[config.mk]
export PLATFORM = sky130hd
export DESIGN_NAME = pps_top
export DESIGN_NICKNAME = d
export VERILOG_FILES = /design/src/pps_pkg.sv /design/src/pps_top.sv /design/src/pps_delay_timer.sv
export VERILOG_INCLUDE_DIRS = /design/src /design/src/src
export SDC_FILE = /design/constraint.sdc
export NUM_CORES = 1
export LEC_CHECK = 0
export BUFFER_PORTS_ARGS = -buffer_cell sky130_fd_sc_hd__clkbuf_2
export CAP_MARGIN = 25
export CORE_UTILIZATION = 35
export CTS_CLUSTER_DIAMETER = 30
export DETAILED_ROUTE_END_ITERATION = 10
export GPL_ROUTABILITY_DRIVEN = 0
export PLACE_DENSITY_LB_ADDON = 0.1
export SYNTH_ARGS = -nofsm -noshare
export SYNTH_HDL_FRONTEND = slang
export SYNTH_SLANG_ARGS = --single-unit
[constraint.sdc]
create_clock -name ref_clk -period 17.35 [get_ports ref_clk]
set_input_delay 3.47 -clock ref_clk [delete_from_list [all_inputs] [get_ports ref_clk]]
set_output_delay 3.47 -clock ref_clk [all_outputs]
set_load 0.05 [all_outputs]
[src/pps_params.svh]
`ifndef PPS_PARAMS_SVH
`define PPS_PARAMS_SVH

// Register map
`define PPS_ADDR_W            8
`define PPS_REG_W             8
`define PPS_MODE_ADDR         8'hCC
`define PPS_STAT_ADDR         8'hCD
`define PPS_MODE_RST          8'h00
`define PPS_MODE_WMASK        8'h7F

// Mode register fields
`define PPS_BIT_UP_EN         6
`define PPS_BIT_DN_EN         5
`define PPS_DLY_HI            4
`define PPS_DLY_LO            3
`define PPS_BIT_CENTER        2
`define PPS_BIT_BLANK         1
`define PPS_BIT_RVV           0

// Status register fields
`define PPS_STAT_LOGIC        0
`define PPS_STAT_DATA         1
`define PPS_STAT_BIAS         2
`define PPS_STAT_BUSY         3

// Timing
`define PPS_CLK_PERIOD_NS     40
`define PPS_TICK_NS           500000
`define PPS_TICK_CYCLES       (`PPS_TICK_NS / `PPS_CLK_PERIOD_NS)
`define PPS_DLY0_US           7500
`define PPS_DLY1_US           15000
`define PPS_DLY2_US           30000
`define PPS_DLY3_US           60000
`define PPS_US_TO_TICKS(us)   (((us) * 1000) / `PPS_TICK_NS)
`define PPS_PRE_W             16
`define PPS_TCNT_W            8

// Video
`define PPS_LINE_W            9
`define PPS_PIX_W             8
`define PPS_SRC_LINES_LO      9'h0C8
`define PPS_SRC_LINES_HI      9'h190
`define PPS_SYNC_RST          2'h0

`endif

[src/pps_pkg.sv]
package pps_pkg;

    typedef enum logic [1:0] {
        PPS_GFX_OTHER,
        PPS_GFX_640X200,
        PPS_GFX_640X400
    } pps_gfx_t;

    typedef enum logic [2:0] {
        PPS_OFF,
        PPS_UP_LOGIC,
        PPS_UP_DATA,
        PPS_ON,
        PPS_DN_BIAS,
        PPS_DN_DATA
    } pps_state_t;

    typedef struct packed {
        logic                  valid;
        logic [8:0]            line;
        logic [7:0]            data;
    } pps_pix_t;

endpackage : pps_pkg

[src/pps_top.sv]
`timescale 1ns/1ps
`include "pps_params.svh"

module pps_top #(
    parameter int TICK_CYCLES = `PPS_TICK_CYCLES
) (
    input  wire logic                    ref_clk,
    input  wire logic                    rst_n,
    input  wire logic [`PPS_ADDR_W-1:0]  reg_addr,
    input  wire logic [`PPS_REG_W-1:0]   reg_wdata,
    input  wire logic                    reg_wr,
    input  wire logic                    reg_rd,
    output logic      [`PPS_REG_W-1:0]   reg_rdata,
    input  wire logic                    panel_on_req,
    input  wire pps_pkg::pps_gfx_t       gfx_mode,
    input  wire logic [`PPS_LINE_W-1:0]  panel_lines,
    input  wire pps_pkg::pps_pix_t       pix_in,
    output pps_pkg::pps_pix_t            pix_out,
    output logic                         panel_logic_power_enable,
    output logic                         panel_clk_data_enable,
    output logic                         panel_bias_power_enable
);

    // ---------------- Register file ----------------
    logic [`PPS_REG_W-1:0] mode_q;
    logic [`PPS_REG_W-1:0] mode_d;
    logic [`PPS_REG_W-1:0] rdata_d;
    logic [`PPS_REG_W-1:0] status;

    logic                  power_up_seq_enable;
    logic                  power_down_seq_enable;
    logic [1:0]            seq_delay_select;
    logic                  center_en;
    logic                  blank_en;
    logic                  reverse_video;

    assign power_up_seq_enable   = mode_q[`PPS_BIT_UP_EN];
    assign power_down_seq_enable = mode_q[`PPS_BIT_DN_EN];
    assign seq_delay_select      = mode_q[`PPS_DLY_HI:`PPS_DLY_LO];
    assign center_en             = mode_q[`PPS_BIT_CENTER];
    assign blank_en              = mode_q[`PPS_BIT_BLANK];
    assign reverse_video         = mode_q[`PPS_BIT_RVV];

    always_comb begin
        mode_d = mode_q;
        if (reg_wr && reg_addr == `PPS_MODE_ADDR) begin
            mode_d = reg_wdata & `PPS_MODE_WMASK;
        end
    end

    always_comb begin
        rdata_d = '0;
        if (reg_rd) begin
            case (reg_addr)
                `PPS_MODE_ADDR: rdata_d = mode_q;
                `PPS_STAT_ADDR: rdata_d = status;
                default:        rdata_d = '0;
            endcase
        end
    end

    always_ff @(posedge ref_clk) begin
        if (!rst_n) begin
            mode_q    <= `PPS_MODE_RST;
            reg_rdata <= '0;
        end else begin
            mode_q    <= mode_d;
            reg_rdata <= rdata_d;
        end
    end

    // ---------------- Request synchroniser ----------------
    logic [1:0] req_sync_q;
    logic [1:0] req_sync_d;
    logic       req_on;

    assign req_sync_d = {req_sync_q[0], panel_on_req};
    assign req_on     = req_sync_q[1];

    always_ff @(posedge ref_clk) begin
        if (!rst_n) begin
            req_sync_q <= `PPS_SYNC_RST;
        end else begin
            req_sync_q <= req_sync_d;
        end
    end

    // ---------------- Power sequencer ----------------
    pps_pkg::pps_state_t state_q;
    pps_pkg::pps_state_t state_d;
    logic                logic_q;
    logic                logic_d;
    logic                data_q;
    logic                data_d;
    logic                bias_q;
    logic                bias_d;
    logic                tmr_start;
    logic                tmr_done;

    pps_delay_timer #(
        .TICK_CYCLES (TICK_CYCLES)
    ) u_timer (
        .ref_clk (ref_clk),
        .rst_n   (rst_n),
        .start   (tmr_start),
        .sel     (seq_delay_select),
        .done    (tmr_done)
    );

    always_comb begin
        state_d   = state_q;
        logic_d   = logic_q;
        data_d    = data_q;
        bias_d    = bias_q;
        tmr_start = 1'b0;
        case (state_q)
            pps_pkg::PPS_OFF: begin
                if (req_on) begin
                    if (power_up_seq_enable) begin
                        logic_d   = 1'b1;
                        tmr_start = 1'b1;
                        state_d   = pps_pkg::PPS_UP_LOGIC;
                    end else begin
                        logic_d = 1'b1;
                        data_d  = 1'b1;
                        bias_d  = 1'b1;
                        state_d = pps_pkg::PPS_ON;
                    end
                end
            end
            pps_pkg::PPS_UP_LOGIC: begin
                if (tmr_done) begin
                    data_d    = 1'b1;
                    tmr_start = 1'b1;
                    state_d   = pps_pkg::PPS_UP_DATA;
                end
            end
            pps_pkg::PPS_UP_DATA: begin
                if (tmr_done) begin
                    bias_d  = 1'b1;
                    state_d = pps_pkg::PPS_ON;
                end
            end
            pps_pkg::PPS_ON: begin
                if (!req_on) begin
                    if (power_down_seq_enable) begin
                        bias_d    = 1'b0;
                        tmr_start = 1'b1;
                        state_d   = pps_pkg::PPS_DN_BIAS;
                    end else begin
                        logic_d = 1'b0;
                        data_d  = 1'b0;
                        bias_d  = 1'b0;
                        state_d = pps_pkg::PPS_OFF;
                    end
                end
            end
            pps_pkg::PPS_DN_BIAS: begin
                if (tmr_done) begin
                    data_d    = 1'b0;
                    tmr_start = 1'b1;
                    state_d   = pps_pkg::PPS_DN_DATA;
                end
            end
            pps_pkg::PPS_DN_DATA: begin
                if (tmr_done) begin
                    logic_d = 1'b0;
                    state_d = pps_pkg::PPS_OFF;
                end
            end
            default: begin
                logic_d = 1'b0;
                data_d  = 1'b0;
                bias_d  = 1'b0;
                state_d = pps_pkg::PPS_OFF;
            end
        endcase
    end

    always_ff @(posedge ref_clk) begin
        if (!rst_n) begin
            state_q <= pps_pkg::PPS_OFF;
            logic_q <= 1'b0;
            data_q  <= 1'b0;
            bias_q  <= 1'b0;
        end else begin
            state_q <= state_d;
            logic_q <= logic_d;
            data_q  <= data_d;
            bias_q  <= bias_d;
        end
    end

    assign panel_logic_power_enable = logic_q;
    assign panel_clk_data_enable    = data_q;
    assign panel_bias_power_enable  = bias_q;

    always_comb begin
        status                  = '0;
        status[`PPS_STAT_LOGIC] = logic_q;
        status[`PPS_STAT_DATA]  = data_q;
        status[`PPS_STAT_BIAS]  = bias_q;
        status[`PPS_STAT_BUSY]  = (state_q != pps_pkg::PPS_OFF) &&
                                  (state_q != pps_pkg::PPS_ON);
    end

    // ---------------- Pixel path ----------------
    logic                   gfx_low;
    logic [`PPS_LINE_W-1:0] src_lines;
    logic                   taller;
    logic [`PPS_LINE_W-1:0] offset;
    logic [`PPS_LINE_W-1:0] rel_line;
    logic                   in_img;
    logic                   blank_now;
    pps_pkg::pps_pix_t      pix_d;
    pps_pkg::pps_pix_t      pix_q;

    always_comb begin
        gfx_low   = (gfx_mode == pps_pkg::PPS_GFX_640X200) ||
                    (gfx_mode == pps_pkg::PPS_GFX_640X400);
        src_lines = (gfx_mode == pps_pkg::PPS_GFX_640X400) ?
                    `PPS_SRC_LINES_HI : `PPS_SRC_LINES_LO;
        taller    = gfx_low && (panel_lines > src_lines);
        offset    = '0;
        if (center_en && taller) begin
            offset = (panel_lines - src_lines) >> 1;
        end
        rel_line  = pix_in.line - offset;
        in_img    = (pix_in.line >= offset) && (rel_line < src_lines);
        blank_now = blank_en && taller && !in_img;
    end

    always_comb begin
        pix_d       = '0;
        pix_d.valid = pix_in.valid && data_q;
        pix_d.line  = in_img ? rel_line : '0;
        if (!data_q || blank_now) begin
            pix_d.data = '0;
        end else if (reverse_video) begin
            pix_d.data = ~pix_in.data;
        end else begin
            pix_d.data = pix_in.data;
        end
    end

    always_ff @(posedge ref_clk) begin
        if (!rst_n) begin
            pix_q <= '0;
        end else begin
            pix_q <= pix_d;
        end
    end

    assign pix_out = pix_q;

endmodule : pps_top

[src/pps_delay_timer.sv]
`timescale 1ns/1ps
`include "pps_params.svh"

module pps_delay_timer #(
    parameter int TICK_CYCLES = `PPS_TICK_CYCLES
) (
    input  wire logic       ref_clk,
    input  wire logic       rst_n,
    input  wire logic       start,
    input  wire logic [1:0] sel,
    output logic            done
);

    localparam logic [`PPS_PRE_W-1:0]  PRE_LAST = `PPS_PRE_W'(TICK_CYCLES - 1);
    localparam logic [`PPS_TCNT_W-1:0] T0 = `PPS_TCNT_W'(`PPS_US_TO_TICKS(`PPS_DLY0_US));
    localparam logic [`PPS_TCNT_W-1:0] T1 = `PPS_TCNT_W'(`PPS_US_TO_TICKS(`PPS_DLY1_US));
    localparam logic [`PPS_TCNT_W-1:0] T2 = `PPS_TCNT_W'(`PPS_US_TO_TICKS(`PPS_DLY2_US));
    localparam logic [`PPS_TCNT_W-1:0] T3 = `PPS_TCNT_W'(`PPS_US_TO_TICKS(`PPS_DLY3_US));

    logic [`PPS_PRE_W-1:0]  pre_q;
    logic [`PPS_PRE_W-1:0]  pre_d;
    logic [`PPS_TCNT_W-1:0] left_q;
    logic [`PPS_TCNT_W-1:0] left_d;
    logic                   run_q;
    logic                   run_d;
    logic                   done_d;
    logic [`PPS_TCNT_W-1:0] load;

    always_comb begin
        case (sel)
            2'h0:    load = T0;
            2'h1:    load = T1;
            2'h2:    load = T2;
            default: load = T3;
        endcase
    end

    // Done is not registered, so the next step lands exactly one delay after start
    always_comb begin
        pre_d  = pre_q;
        left_d = left_q;
        run_d  = run_q;
        done_d = run_q && (pre_q == PRE_LAST) && (left_q == `PPS_TCNT_W'(1));
        if (start) begin
            pre_d  = '0;
            left_d = load;
            run_d  = 1'b1;
        end else if (run_q) begin
            if (pre_q == PRE_LAST) begin
                pre_d  = '0;
                left_d = left_q - `PPS_TCNT_W'(1);
                if (left_q == `PPS_TCNT_W'(1)) begin
                    run_d  = 1'b0;
                end
            end else begin
                pre_d = pre_q + `PPS_PRE_W'(1);
            end
        end
    end

    always_ff @(posedge ref_clk) begin
        if (!rst_n) begin
            pre_q  <= '0;
            left_q <= '0;
            run_q  <= 1'b0;
        end else begin
            pre_q  <= pre_d;
            left_q <= left_d;
            run_q  <= run_d;
        end
    end

    assign done = done_d;

endmodule : pps_delay_timer

==> run summary <==
RSZ-0062 raised after global routing: no
RR Startpoint: mode_q[2]
Starting Density: 35.9%
Worst Path Arrival: 9.10 ns
CP cell instances: clkbuf_2, inv_1, ha_1, inv_1, ha_1, inv_1, ha_1, nor2_1, nor2_1, o221ai_1, a221oi_1, and2_1, nand2_1, fa_1, a211o_2, a21oi_1, ha_1, or3b_2, a211oi_1, a211oi_1, mux2i_1, nor3_4, nor4bb_2
Worst Hold Path EP: req_sync_q[1]
Hold WS: 0.436 ns
Cells after Synth: 440
CP required: 17.59 ns
Post-DP HPWL: 6.49 mm
first-pass GRT wire length: 14.1 mm
CTS buffer count: 9
Layout area overhead: 17.9%
CP Class: in -> reg
Pins Over Slew Limit: 0
drt drc: 0
WL per Instance: 13.1 um
depth of the worst hold-timing path: 1
total die area: 11,000 um2
RR Endpoint: pix_out[13]
Largest stage delay, worst path: 0.62 ns
Die Ht: 105 um
top post-synthesis cells by count: dfxtp_1, nor2_1, nand2_1
largest net degree at the start of global routing: 20
Final Critical Period: 8.86 ns
TritonCTS clock tree: built
first-pass detailed-route iteration total: 4
post-route ant nets: 0
total gr overflow: 0
fin crit share: 51.1%
total I/O pin count: 79
initial detailed-routing violation count: 102
outcome: finished, final reports clean
Static Leak: 0.00182 uW
clk slew on worst S/H paths: 0.06 ns
CTS hold repair buffers: 0
Mean Syn Cell Area: 8.39 um2
final setup violation count: 0
clk_lat worst skew: 0.33 ns
largest area contributor in the netlist: dfxtp_1
Util after Layout: 42.4%
post-synth top area share: 35.2%
final hold viol count: 0
Setup TNS: 0 ns
crit end category: flop
Max FO, Critical Path: 9
Max Cap Viol: 0
TritonCTS Sinks: 65
vias in the first global route: 2,975
most frequent CP cell: ha_1
cell at the root of the clock tree: clkbuf_8
hold_sp: req_sync_q[0]
Fmax: 113 MHz
Synth area leaders: dfxtp_1, ha_1, nor2_1, xor2_1, nand2_1
top_reg_cell synth: dfxtp_1
FP Rows: 37
worst path bufs/invs: 4
setup slack, reg-to-reg: 13.47 ns
Cell variety after synth: 63
Die Width: 105 um
Ys Warns: 0
delay-heaviest family, CP: adder cells
Overall Global Routing Usage: 15.8%
EDFF count, synth: 0
setup bufs post-CTS: 0
initial antenna violation count: 0
Clock Tree Buf Depth: 2
count leader, synth: dfxtp_1
Worst Reg-to-Reg Cells: 12
async set-reset flop share out of synthesis: 0%
Seq/Total Area, Yosys: 35.2%
Clock Skew: 0.0108 ns
Worst Hold Class: reg -> reg
Vias: 3,230
Crit path depth: 23
synthesized flop and latch total: 65
VDD IR-drop max: 0.0000327 V
power per cell area: 78.0 nW/um2
synthesized area: 3690 um2
ant diodes: 0
port bufs: 76
Slew headroom: 28.5%
syn nets: 509
post_cts resized: 0
CTS H-tree depth: 3
crit path launch type: input port
CP max-delay cell: a221oi_1
layout cells sized above 1: 20.9%
Core Area: 10,300 um2
Final Net Count: 576
WL final: 8.46 mm
Via density: 4.99
Tightest Pin Transition: 1.06 ns
-- layer usage --
metal,share of wire (%),GRT usage (%),wire length [um],up-vias
li1,-,-,-,1678
met1,51,21.4,4320,1463
met2,43,24.7,3620,79
met3,4.9,3.68,412,10
met4,1.3,5.13,112,0
met5,0,0,0,-
-- sequential cells by signal, summed over array words and instances, names as in the netlist --
| register | flops |
|---|---|
| u_timer.run_q | 1 |
| panel_clk_data_enable | 1 |
| mode_q | 7 |
| req_sync_q | 2 |
| u_timer.left_q | 8 |
| panel_bias_power_enable | 1 |
| reg_rdata | 7 |
| u_timer.pre_q | 16 |
| pix_out | 18 |
| panel_logic_power_enable | 1 |
| state_q | 3 |
-- report_power, final --
group / switching [uW] / internal (uW)
clock network: 53.7 / 73.0
registers: 3.34 / 153
logic: 36.2 / 20.2
-- placed cells by master (no fill, tap or decap), drive strengths merged, types with 3 or more instances in the layout --
cell,instances
clkbuf,88
dfxtp,65
nor2,61
nand2,45
a21oi,26
xor2,25
ha,18
o21ai,15
xnor2,14
inv,13
mux2i,13
nor3,13
and3,10
and2,9
nand3,9
a211oi,9
nand4,8
nor4,6
nand2b,6
a22oi,4
a21o,4
o211ai,4
or3,3
clkinv,3
-- metrics by stage --
| step | worst slack, ns | cells | total power [uW] | cell area [um2] |
|---|---|---|---|---|
| 2_1_floorplan | 9.03 | 440 | 201 | 3690 |
| 3_3_place_gp | 8.22 | 632 | 216 | 4160 |
| 3_5_place_dp | 8.20 | 632 | 216 | 4160 |
| 4_1_cts | 8.52 | 647 | 345 | 4350 |
| 5_1_grt | 7.97 | 647 | 358 | 4350 |
| 6_report | 8.49 | 647 | 340 | 4350 |
-- worst max-delay path by stage --
stage / end / startpoint
final: pix_out[13] / gfx_mode[0]
after global routing: pix_out[13] / gfx_mode[0]
after CTS: pix_out[13] / gfx_mode[0]
after detailed placement: pix_out[13] / gfx_mode[0]
after global placement: pix_out[13] / gfx_mode[0]
after floorplan: pix_out[13] / gfx_mode[0]
-- cell families (layout without fill, tap and decap cells) --
logic type	count (synthesis)	in the layout	share of synthesized area, %
AND/OR/NAND/NOR	186	186	25.3
AO/OA/AOI/OAI	83	83	16.2
flip-flops	65	65	35.2
XOR/XNOR	39	39	9.25
buffers and inverters	34	105	3.73
adder cells (fa/ha/maj)	19	19	6.64
multiplexers	13	13	3.52
other	1	1	0.102
-- final cells by class --
class	count	area (um2)
Clock buffer	12	155
Clock inverter	3	40.0
Fill cell	1049	5920
Inverter	14	52.6
Multi-Input combinational cell	341	2250
Sequential cell	65	1300
Tap cell	136	170
Timing Repair Buffer	76	380
Power figures use the tool's default switching activity.
